`src/design/dhp_pkg.sv`:
```
package dhp_pkg;

  // bus, select and interrupt-source widths
  localparam int DATA_W  = 8;
  localparam int IDX_W   = 3;
  localparam int SRC_W   = 4;

  // channel-select encoding
  localparam logic CHAN_A = 1'b0;
  localparam logic CHAN_B = 1'b1;

  // direction input encoding
  localparam logic DIR_WRITE = 1'b0;
  localparam logic DIR_READ  = 1'b1;

  // values after reset
  localparam logic [DATA_W-1:0] DATA_RST  = 8'h00;
  localparam logic [IDX_W-1:0]  IDX_RST   = 3'h0;
  localparam logic              SEL_IDLE  = 1'b1;
  localparam logic              IRQ_LEVEL = 1'b0;

  // access sequencer states
  typedef enum logic [1:0] {
    DHP_IDLE,
    DHP_RD_CAPTURE,
    DHP_RD_HOLD,
    DHP_WR_WAIT
  } dhp_state_t;

endpackage

```
`src/design/dhp_access_if.sv`:
```
interface dhp_access_if;
  import dhp_pkg::*;

  logic              wr_pulse;
  logic              rd_pulse;
  logic              chan;
  logic [IDX_W-1:0]  index;
  logic [DATA_W-1:0] wdata;

  modport decoder (
    output wr_pulse,
    output rd_pulse,
    output chan,
    output index,
    output wdata
  );

  modport channel (
    input wr_pulse,
    input rd_pulse,
    input chan,
    input index,
    input wdata
  );
endinterface

```
`src/design/dhp_chan_slice.sv`:
```
module dhp_chan_slice #(
  parameter logic CHAN_ID = 1'b0
) (
  // clock, enable and reset
  input  wire logic                       clk_sys_i,
  input  wire logic                       reset_i,
  input  wire logic                       ce_i,
  // decoded host access
  dhp_access_if.channel                   acc,
  // channel interrupt sources and enables
  input  wire logic [dhp_pkg::SRC_W-1:0]  int_src_i,
  input  wire logic [dhp_pkg::SRC_W-1:0]  int_en_i,
  // register strobes towards the channel, and the channel's service request
  output logic                            wr_stb_o,
  output logic                            rd_stb_o,
  output logic [dhp_pkg::IDX_W-1:0]       index_o,
  output logic [dhp_pkg::DATA_W-1:0]      wdata_o,
  output logic                            irq_req_o
);
  import dhp_pkg::*;

  logic hit;
  assign hit = (acc.chan == CHAN_ID);

  always_ff @(posedge clk_sys_i or posedge reset_i) begin
    if (reset_i) begin
      wr_stb_o <= 1'b0;
      rd_stb_o <= 1'b0;
    end else if (ce_i) begin
      wr_stb_o <= acc.wr_pulse && hit;
      rd_stb_o <= acc.rd_pulse && hit;
    end
  end

  always_ff @(posedge clk_sys_i or posedge reset_i) begin
    if (reset_i) begin
      index_o <= IDX_RST;
      wdata_o <= DATA_RST;
    end else if (ce_i && hit && (acc.wr_pulse || acc.rd_pulse)) begin
      index_o <= acc.index;
      wdata_o <= acc.wdata;
    end
  end

  // only enabled sources count as a service request
  always_ff @(posedge clk_sys_i or posedge reset_i) begin
    if (reset_i) begin
      irq_req_o <= 1'b0;
    end else if (ce_i) begin
      irq_req_o <= |(int_src_i & int_en_i);
    end
  end

endmodule // dhp_chan_slice

```
`src/design/dhp_host_port.sv`:
```
// Behaviour
// - channel-select low reaches channel A, high reaches channel B
// - reads happen only while the active-low device select is asserted; writes commit on its release
// - 8-bit three-state data bus, bit 0 least significant
// - both channels' requests merge onto one shared interrupt output
// - interrupt pulled low when any enabled channel source needs service
// - three register-select bits choose the addressed channel's register
// - host polls each channel's status via channel-select to find source
// - direction low writes bus into register, high drives register out
module dhp_host_port (
  // clock, enable and reset
  input  wire logic                       clk_sys_i,
  input  wire logic                       reset_i,
  input  wire logic                       ce_i,
  // host pins
  input  wire logic                       dev_sel_n_i,
  input  wire logic                       dir_read_i,
  input  wire logic                       channel_select_bit_i,
  input  wire logic                       reg_index_bit0_i,
  input  wire logic                       reg_index_bit1_i,
  input  wire logic                       reg_index_bit2_i,
  input  wire logic [dhp_pkg::DATA_W-1:0] host_data_bus_i,
  output logic [dhp_pkg::DATA_W-1:0]      host_data_bus_o,
  output logic                            host_data_bus_oe_o,
  output logic                            irq_n_o,
  output logic                            irq_n_oe_o,
  // channel A side
  input  wire logic [dhp_pkg::SRC_W-1:0]  chan_a_int_src_i,
  input  wire logic [dhp_pkg::SRC_W-1:0]  chan_a_int_en_i,
  input  wire logic [dhp_pkg::DATA_W-1:0] chan_a_rdata_i,
  output logic                            chan_a_wr_stb_o,
  output logic                            chan_a_rd_stb_o,
  output logic [dhp_pkg::IDX_W-1:0]       chan_a_index_o,
  output logic [dhp_pkg::DATA_W-1:0]      chan_a_wdata_o,
  // channel B side
  input  wire logic [dhp_pkg::SRC_W-1:0]  chan_b_int_src_i,
  input  wire logic [dhp_pkg::SRC_W-1:0]  chan_b_int_en_i,
  input  wire logic [dhp_pkg::DATA_W-1:0] chan_b_rdata_i,
  output logic                            chan_b_wr_stb_o,
  output logic                            chan_b_rd_stb_o,
  output logic [dhp_pkg::IDX_W-1:0]       chan_b_index_o,
  output logic [dhp_pkg::DATA_W-1:0]      chan_b_wdata_o
);
  import dhp_pkg::*;

  localparam int PIN_W = DATA_W + IDX_W + 3;

  dhp_access_if acc ();

  dhp_state_t        state;
  dhp_state_t        next_state;
  logic [PIN_W-1:0]  pins_raw;
  logic [PIN_W-1:0]  pins_meta;
  logic [PIN_W-1:0]  pins_sync;
  logic              sel_n_last;
  logic              sel_n;
  logic              sel_fall;
  logic              sel_rise;
  logic              dir_s;
  logic              chan_s;
  logic [IDX_W-1:0]  idx_s;
  logic [DATA_W-1:0] data_s;
  logic              rd_chan;
  logic              irq_a;
  logic              irq_b;

  // every host pin is asynchronous to clk_sys_i
  assign pins_raw = {dev_sel_n_i, dir_read_i, channel_select_bit_i,
                     reg_index_bit2_i, reg_index_bit1_i, reg_index_bit0_i,
                     host_data_bus_i};

  always_ff @(posedge clk_sys_i or posedge reset_i) begin
    if (reset_i) begin
      pins_meta <= {SEL_IDLE, {(PIN_W-1){1'b0}}};
      pins_sync <= {SEL_IDLE, {(PIN_W-1){1'b0}}};
    end else if (ce_i) begin
      pins_meta <= pins_raw;
      pins_sync <= pins_meta;
    end
  end

  assign sel_n  = pins_sync[PIN_W-1];
  assign dir_s  = pins_sync[PIN_W-2];
  assign chan_s = pins_sync[PIN_W-3];
  assign idx_s  = pins_sync[DATA_W +: IDX_W];
  assign data_s = pins_sync[DATA_W-1:0];

  always_ff @(posedge clk_sys_i or posedge reset_i) begin
    if (reset_i) begin
      sel_n_last <= SEL_IDLE;
    end else if (ce_i) begin
      sel_n_last <= sel_n;
    end
  end

  assign sel_fall = sel_n_last && !sel_n;
  assign sel_rise = !sel_n_last && sel_n;

  // access sequencer
  always_comb begin
    next_state = state;
    case (state)
      DHP_IDLE: begin
        if (sel_fall) begin
          next_state = (dir_s == DIR_READ) ? DHP_RD_CAPTURE
                                           : DHP_WR_WAIT;
        end
      end
      DHP_RD_CAPTURE: begin
        next_state = DHP_RD_HOLD;
      end
      DHP_RD_HOLD: begin
        if (sel_n) begin
          next_state = DHP_IDLE;
        end
      end
      DHP_WR_WAIT: begin
        if (sel_n) begin
          next_state = DHP_IDLE;
        end
      end
      default: begin
        next_state = DHP_IDLE;
      end
    endcase
  end

  always_ff @(posedge clk_sys_i or posedge reset_i) begin
    if (reset_i) begin
      state <= DHP_IDLE;
    end else if (ce_i) begin
      state <= next_state;
    end
  end

  // address is latched as select falls and held for the whole access
  always_ff @(posedge clk_sys_i or posedge reset_i) begin
    if (reset_i) begin
      acc.chan  <= CHAN_A;
      acc.index <= IDX_RST;
    end else if (ce_i && state == DHP_IDLE && sel_fall) begin
      acc.chan  <= chan_s;
      acc.index <= idx_s;
    end
  end

  // a read is issued at select fall so data is ready early in the cycle
  always_ff @(posedge clk_sys_i or posedge reset_i) begin
    if (reset_i) begin
      acc.rd_pulse <= 1'b0;
    end else if (ce_i) begin
      acc.rd_pulse <= (state == DHP_IDLE) && sel_fall
                      && (dir_s == DIR_READ);
    end
  end

  // a write commits on select release, when the host data has settled
  always_ff @(posedge clk_sys_i or posedge reset_i) begin
    if (reset_i) begin
      acc.wr_pulse <= 1'b0;
      acc.wdata    <= DATA_RST;
    end else if (ce_i) begin
      acc.wr_pulse <= (state == DHP_WR_WAIT) && sel_rise;
      if (state == DHP_WR_WAIT && sel_rise) begin
        acc.wdata <= data_s;
      end
    end
  end

  always_ff @(posedge clk_sys_i or posedge reset_i) begin
    if (reset_i) begin
      rd_chan <= CHAN_A;
    end else if (ce_i && acc.rd_pulse) begin
      rd_chan <= acc.chan;
    end
  end

  // the bus is driven only during a read and only while selected; data is
  // taken the cycle after the strobe, once the channel answers the new index
  always_ff @(posedge clk_sys_i or posedge reset_i) begin
    if (reset_i) begin
      host_data_bus_o    <= DATA_RST;
      host_data_bus_oe_o <= 1'b0;
    end else if (ce_i) begin
      if (chan_a_rd_stb_o || chan_b_rd_stb_o) begin
        host_data_bus_o <= (rd_chan == CHAN_B) ? chan_b_rdata_i
                                               : chan_a_rdata_i;
      end
      host_data_bus_oe_o <= (state == DHP_RD_HOLD)
                            && !sel_n;
    end
  end

  dhp_chan_slice #(
    .CHAN_ID (CHAN_A)
  ) u_slice_a (
    .clk_sys_i (clk_sys_i),
    .reset_i   (reset_i),
    .ce_i      (ce_i),
    .acc       (acc.channel),
    .int_src_i (chan_a_int_src_i),
    .int_en_i  (chan_a_int_en_i),
    .wr_stb_o  (chan_a_wr_stb_o),
    .rd_stb_o  (chan_a_rd_stb_o),
    .index_o   (chan_a_index_o),
    .wdata_o   (chan_a_wdata_o),
    .irq_req_o (irq_a)
  );

  dhp_chan_slice #(
    .CHAN_ID (CHAN_B)
  ) u_slice_b (
    .clk_sys_i (clk_sys_i),
    .reset_i   (reset_i),
    .ce_i      (ce_i),
    .acc       (acc.channel),
    .int_src_i (chan_b_int_src_i),
    .int_en_i  (chan_b_int_en_i),
    .wr_stb_o  (chan_b_wr_stb_o),
    .rd_stb_o  (chan_b_rd_stb_o),
    .index_o   (chan_b_index_o),
    .wdata_o   (chan_b_wdata_o),
    .irq_req_o (irq_b)
  );

  // open drain: the level is always low, only the enable moves, so the
  // pull-up alone sets the idle level; the host polls each channel
  always_ff @(posedge clk_sys_i or posedge reset_i) begin
    if (reset_i) begin
      irq_n_o    <= IRQ_LEVEL;
      irq_n_oe_o <= 1'b0;
    end else if (ce_i) begin
      irq_n_o    <= IRQ_LEVEL;
      irq_n_oe_o <= irq_a || irq_b;
    end
  end

endmodule // dhp_host_port

```
`config.mk`:
```
export PLATFORM = sky130hd
export DESIGN_NAME = dhp_host_port
export DESIGN_NICKNAME = d
export VERILOG_FILES = /design/src/design/dhp_pkg.sv /design/src/design/dhp_access_if.sv /design/src/design/dhp_chan_slice.sv /design/src/design/dhp_host_port.sv
export SDC_FILE = /design/constraint.sdc
export NUM_CORES = 1
export LEC_CHECK = 0
export ABC_AREA = 1
export BUFFER_PORTS_ARGS = -buffer_cell sky130_fd_sc_hd__buf_2
export CAP_MARGIN = 20
export CORE_MARGIN = 2
export CORE_UTILIZATION = 55
export CTS_BUF_LIST = sky130_fd_sc_hd__clkbuf_2
export CTS_CLUSTER_DIAMETER = 100
export DETAILED_ROUTE_END_ITERATION = 7
export PLACE_DENSITY = 0.86
export SYNTH_ARGS = -nofsm -noshare
export SYNTH_HDL_FRONTEND = slang
export SYNTH_SLANG_ARGS = --single-unit
```
`constraint.sdc`:
```
create_clock -name clk_sys_i -period 3.4 [get_ports clk_sys_i]
set_input_delay 0.68 -clock clk_sys_i [delete_from_list [all_inputs] [get_ports clk_sys_i]]
set_output_delay 0.68 -clock clk_sys_i [all_outputs]
set_load 0.1 [all_outputs]
```
# After elaboration in Yosys (flattened, before gate mapping)
# Cells that the tools add are included.
[op_classes] reduce_logical=29 n_bitwise=3 muxes=5 eq_ne=5
[op_table] operator="1-bit logical AND" n=17
[op_table] operator="4-bit bitwise AND" n=2
[op_table] operator="8-bit two-way mux" n=1
[op_table] operator="4-bit OR reduction" n=2
[op_table] operator="2-bit two-way mux" n=3
[op_table] operator="2-bit case mux with 3 select lines" n=1
[op_table] operator="2-bit equality test (second input constant)" n=2
[op_table] operator="2-bit AND reduction" n=2
[op_table] operator="1-bit logical OR" n=3
[op_table] operator="3-bit AND reduction" n=1
[op_table] operator="2-bit by 1-bit equality test with 1-bit output (second input constant)" n=1
[op_table] operator="1-bit zero test" n=2
[op_table] operator="2-bit zero test" n=1
[op_table] operator="2-bit by 1-bit inequality test with 1-bit output (second input constant)" n=1
[op_table] operator="2-bit inequality test (second input constant)" n=1
[op_table] operator="2-bit OR reduction" n=1
[op_table] operator="1-bit NOT" n=1
[word_totals] output_inout_bits=37 elab_cells=65 input_bits=49 register_bits=84

# Logic depth before layout (Yosys ltp)
[depth] word_depth=4 mapped_depth=6 mapped_depth_nobuf=5

# Cells and area by module
# A second synthesis with hierarchy kept.
[unflattened] cells_unflattened=414 hier_area_um2=3547.2
[modules_own_cells] mod="dhp_host_port" seq_area_each_um2=1405.1 n_inst=1 cells_each=274 area_each_um2=2312.2
[modules_own_cells] mod="dhp_chan_slice at u_slice_a" seq_area_each_um2=350.3 n_inst=1 cells_each=70 area_each_um2=636.9
[modules_own_cells] mod="dhp_chan_slice at u_slice_b" seq_area_each_um2=350.3 n_inst=1 cells_each=70 area_each_um2=598.1

# Worst setup path before layout
# No wires, ideal clock.
[synth_timing] path_type="reg2out" startpoint="register u_slice_b.rd_stb_o" endpoint="output chan_b_rd_stb_o" stages_incl_launch_ff=1 setup_slack_ns=1.792 arrival_time_ns=0.928 path_buffers=0 required_time_ns=2.720 cell_sequence="dfrtp_1"
[synth_lines] item="start, declared" line="dhp_chan_slice.sv:15" text="output logic rd_stb_o,"
[synth_lines] item="start signal, assigned" line="dhp_chan_slice.sv:31" text="rd_stb_o <= acc.rd_pulse && hit;"
[synth_lines] item="end, declared" line="dhp_host_port.sv:40" text="output logic chan_b_rd_stb_o,"
# No word-level cell between the ends.

# Final worst setup path
[layout_timing] startpoint="register u_slice_a.rd_stb_o" endpoint="output chan_a_rd_stb_o"
[layout_lines] item="start, declared" line="dhp_chan_slice.sv:15"
[layout_lines] item="start signal, assigned" line="dhp_chan_slice.sv:31"
[layout_lines] item="end, declared" line="dhp_host_port.sv:32" text="output logic chan_a_rd_stb_o,"
# No word-level cell between the ends.

==> impl_results.md <==
* CTS root buffer: clkbuf_2
* Max_slew headroom at a little over half
* Layout area overhead at 17.3%
* Placed insts at 538
* Crit path DAT at 1.39 ns
* Post-route cell area at between 3000 and 4000 um^2
* Vias at between 2000 and 3000
* Area post-placement at 3850 um^2
* Worst setup SP type: flop
* TritonCTS clock tree: yes
* Leakage at 2.25 nW
* PwrDens at approximately 780 nW/um^2
* Synth async-reset ratio at 100%
* Final setup TNS at 0 ns
* Total of max-cap violations at 0
* Routed Antenna Nets at 0
* Pre-CTS WS at between 1 and 1.5 ns
* Syn_area_per_cell at 8.72 um^2
* Net switching power at approximately 1.5 mW
* Remaining global-route overflow at 0
* Num CTS Buffers at 9
* PortBufs at 84
* Final setup viols at 0
* Drt wl/cell at roughly 12 um
* Top-count cell post-synth: nand2_1
* Final non-filler cell total at between 500 and 600
* Comb pwr share at between 30% and 40%
* Post-synth top flop: dfrtp_1
* Worst Skew at 0.0345 ns
* Buf/Inv on CP at 1
* Antenna violations before repair at 0
* Post-synthesis sequential area ratio at 61.9%
* Ant diodes at 0
* Synth area leader: dfrtp_1
* Die Wd at approximately 83 um
* Vias in the first global route at 2542
* Synthesized Nets at between 400 and 500
* Clock share of power at between 15 and 20%
* Max Slew Vio Count at 0
* Final WL at around 6600 um
* CP delay by family, top: buffers and inverters
* Htree depth at 3
* Final hold slack at between 0.3 and 0.4 ns
* Switching Fraction at 46.8%
* Cell row count at 28
* Synth Cell Area at around 3400 um^2
* Die ar. at approximately 6800 um^2
* Top cell type's share of synthesized area at 59.6%
* Synth top cells by count: 186 x nand2_1, 81 x dfrtp_1, 25 x inv_1
* Worst hold path class: input pin to flop
* Highest clock rate at 484 MHz
* Cell Chain, Critical Path: buf_2
* Sequential fraction of design power at between 40 and 50%
* # IOs at between 80 and 90
* Syn Inst Count at between 300 and 400
* Warnings, synthesis at 0
* Die Height at a little over 80 um
* CP Data Required Time at about 2.7 ns
* Slew @ Worst Pin at 0.677 ns
* Fillers at between 400 and 500
* Worst setup EP type: primary output
* Crit Path Category: flop to primary output
* Max Buffers Root-to-Sink at 2
* Initial Util at a little under three fifths
* RSZ-0062 raised after global routing: false
* # DRC at 0
* Fin nets at approximately 520
* Post-layout util at between 60% and 70%
* Internal power at approximately 1.7 mW
* Share of cells above drive strength 1 at about a quarter
* Final Cycle Share at just over 60%
* Clock transition at path regs at roughly 0.21 ns
* Peak supply drop at between 0.0005 and 0.0006 V
* RePlAce Congestion at roughly 0.75
* TritonRoute pass-1 iters at 5
* Synth unique cells at 22
* Critical Path Max Stage Delay at around 0.45 ns
* Largest net degree at the start of global routing at between 40 and 50
* Pwr Total at roughly 3.1 mW
* DRT iter0 DRCs at a little under 200
* Clock Latency Late Sink at ~0.52 ns
* First-pass GRT wire length at roughly 11000 um
* Sinks on Clock Net at 84
* Dominant cells by area after synthesis: dfrtp_1 60%, nand2_1 21%, o21ai_1 3.2%
* Core ar. at slightly below 6000 um^2
* HPWL after detailed placement at ~4700 um
* Via density at 4.85
* Worst Setup Slack, final at 1.33 ns
* Tmin final at about 2.1 ns
* Fin. Hold Viols at 0
* Status: finished clean
* Post-synth EDFFs at 0
* Critical path's slowest cell: buf_2
* Worst-path maximum fanout at 3
* Seq cells post-synth at 84
* GRT Total Usage at between 20% and 30%
==> metal layers <==
metal  global-route usage [%]  wire length (um)  up-vias
li1                         -                 -     1378
met1                     28.3              3110     1237
met3                     3.59               248       10
met2                     36.0              3160       67
met4                     10.8               115        0
met5                        0                 0        -
==> worst paths after layout <==
| path | end | slack [ns] | cells past startpoint | startpoint |
|---|---|---|---|---|
| setup / recovery | chan_a_rd_stb_o | 1.33 | 1 | u_slice_a.rd_stb_o |
| hold / removal | pins_meta[9] | 0.35 | 3 | reg_index_bit1_i |
| setup reg to reg | u_slice_b.wdata_o[6] | 1.93 | 5 | acc.chan |
| hold reg to reg | pins_meta[13] | 0.48 | 2 | pins_meta[13] |
| max in group asynchronous | host_data_bus_o[2] | 2.06 | 4 | reset_i |
| min in group asynchronous | u_slice_b.wdata_o[0] | 0.53 | 3 | reset_i |
==> sequential cells by signal (all words and copies together) (netlist names), 2 cells and up <==
signal / flops
acc.index: 3
acc.wdata: 8
host_data_bus_o: 8
pins_meta: 14
pins_sync: 14
state: 2
u_slice_a.index_o: 3
u_slice_a.wdata_o: 8
u_slice_b.index_o: 3
u_slice_b.wdata_o: 8
==> logic make-up (layout without fill, tap and decap cells) <==
logic type / after synthesis / after routing / synth area share (%)
compound gates: 45 / 45 / 6.73
buf+inv: 43 / 133 / 5.81
flops: 84 / 84 / 61.9
other cells: 1 / 1 / 0.110
simple gates: 217 / 217 / 25.4
==> layout make-up <==
cell class / count / area, um^2 / share of cell area [%]
inverters: 29 / 110 / 2.76
multi-input cells: 263 / 1100 / 27.5
clock buffers: 12 / 60.1 / 1.51
flip-flops and latches: 84 / 2110 / 52.8
well taps: 75 / 93.8 / 2.35
repair buffers: 88 / 453 / 11.4
clock inverters: 4 / 67.6 / 1.69
==> layout by cell type (no fill, tap or decap) <==
master and instances:
nand2_2 1, dfrtp_1 81, o21ai_1 22, nor2_1 9
o21ai_2 1, clkinv_1 4, inv_2 2, a21oi_1 2
o21ai_0 20, clkinv_2 1, nor2_2 2, clkbuf_2 12
nand2_4 1, buf_2 84, buf_4 3, inv_1 24
nand3_1 12, bufinv_16 2, dfstp_2 3, conb_1 1
nor2_4 1, nand2_1 186, nand4_1 5, dlygate4sd3_1 1
==> repair_timing <==
| item | in CTS | in global routing |
|---|---|---|
| setup buffers | 0 | 0 |
| hold buffers | 1 | 0 |
| endpoints found under the setup margin | 0 | 0 |
| hold endpoints to repair | 6 | 0 |
| resized for setup | 0 | 0 |
==> power groups by stage <==
stage | registers [mW] | clock network (mW) | logic, mW
detailed placement | 1.36 | 0 | 1.23
CTS | 1.34 | 0.573 | 1.23
global route | 1.37 | 0.608 | 1.32
global placement | 1.35 | 0 | 1.20
finish | 1.34 | 0.558 | 1.22
floorplan | 2.03 | 0 | 0.331
No activity file was read; power rests on OpenSTA's default activity.
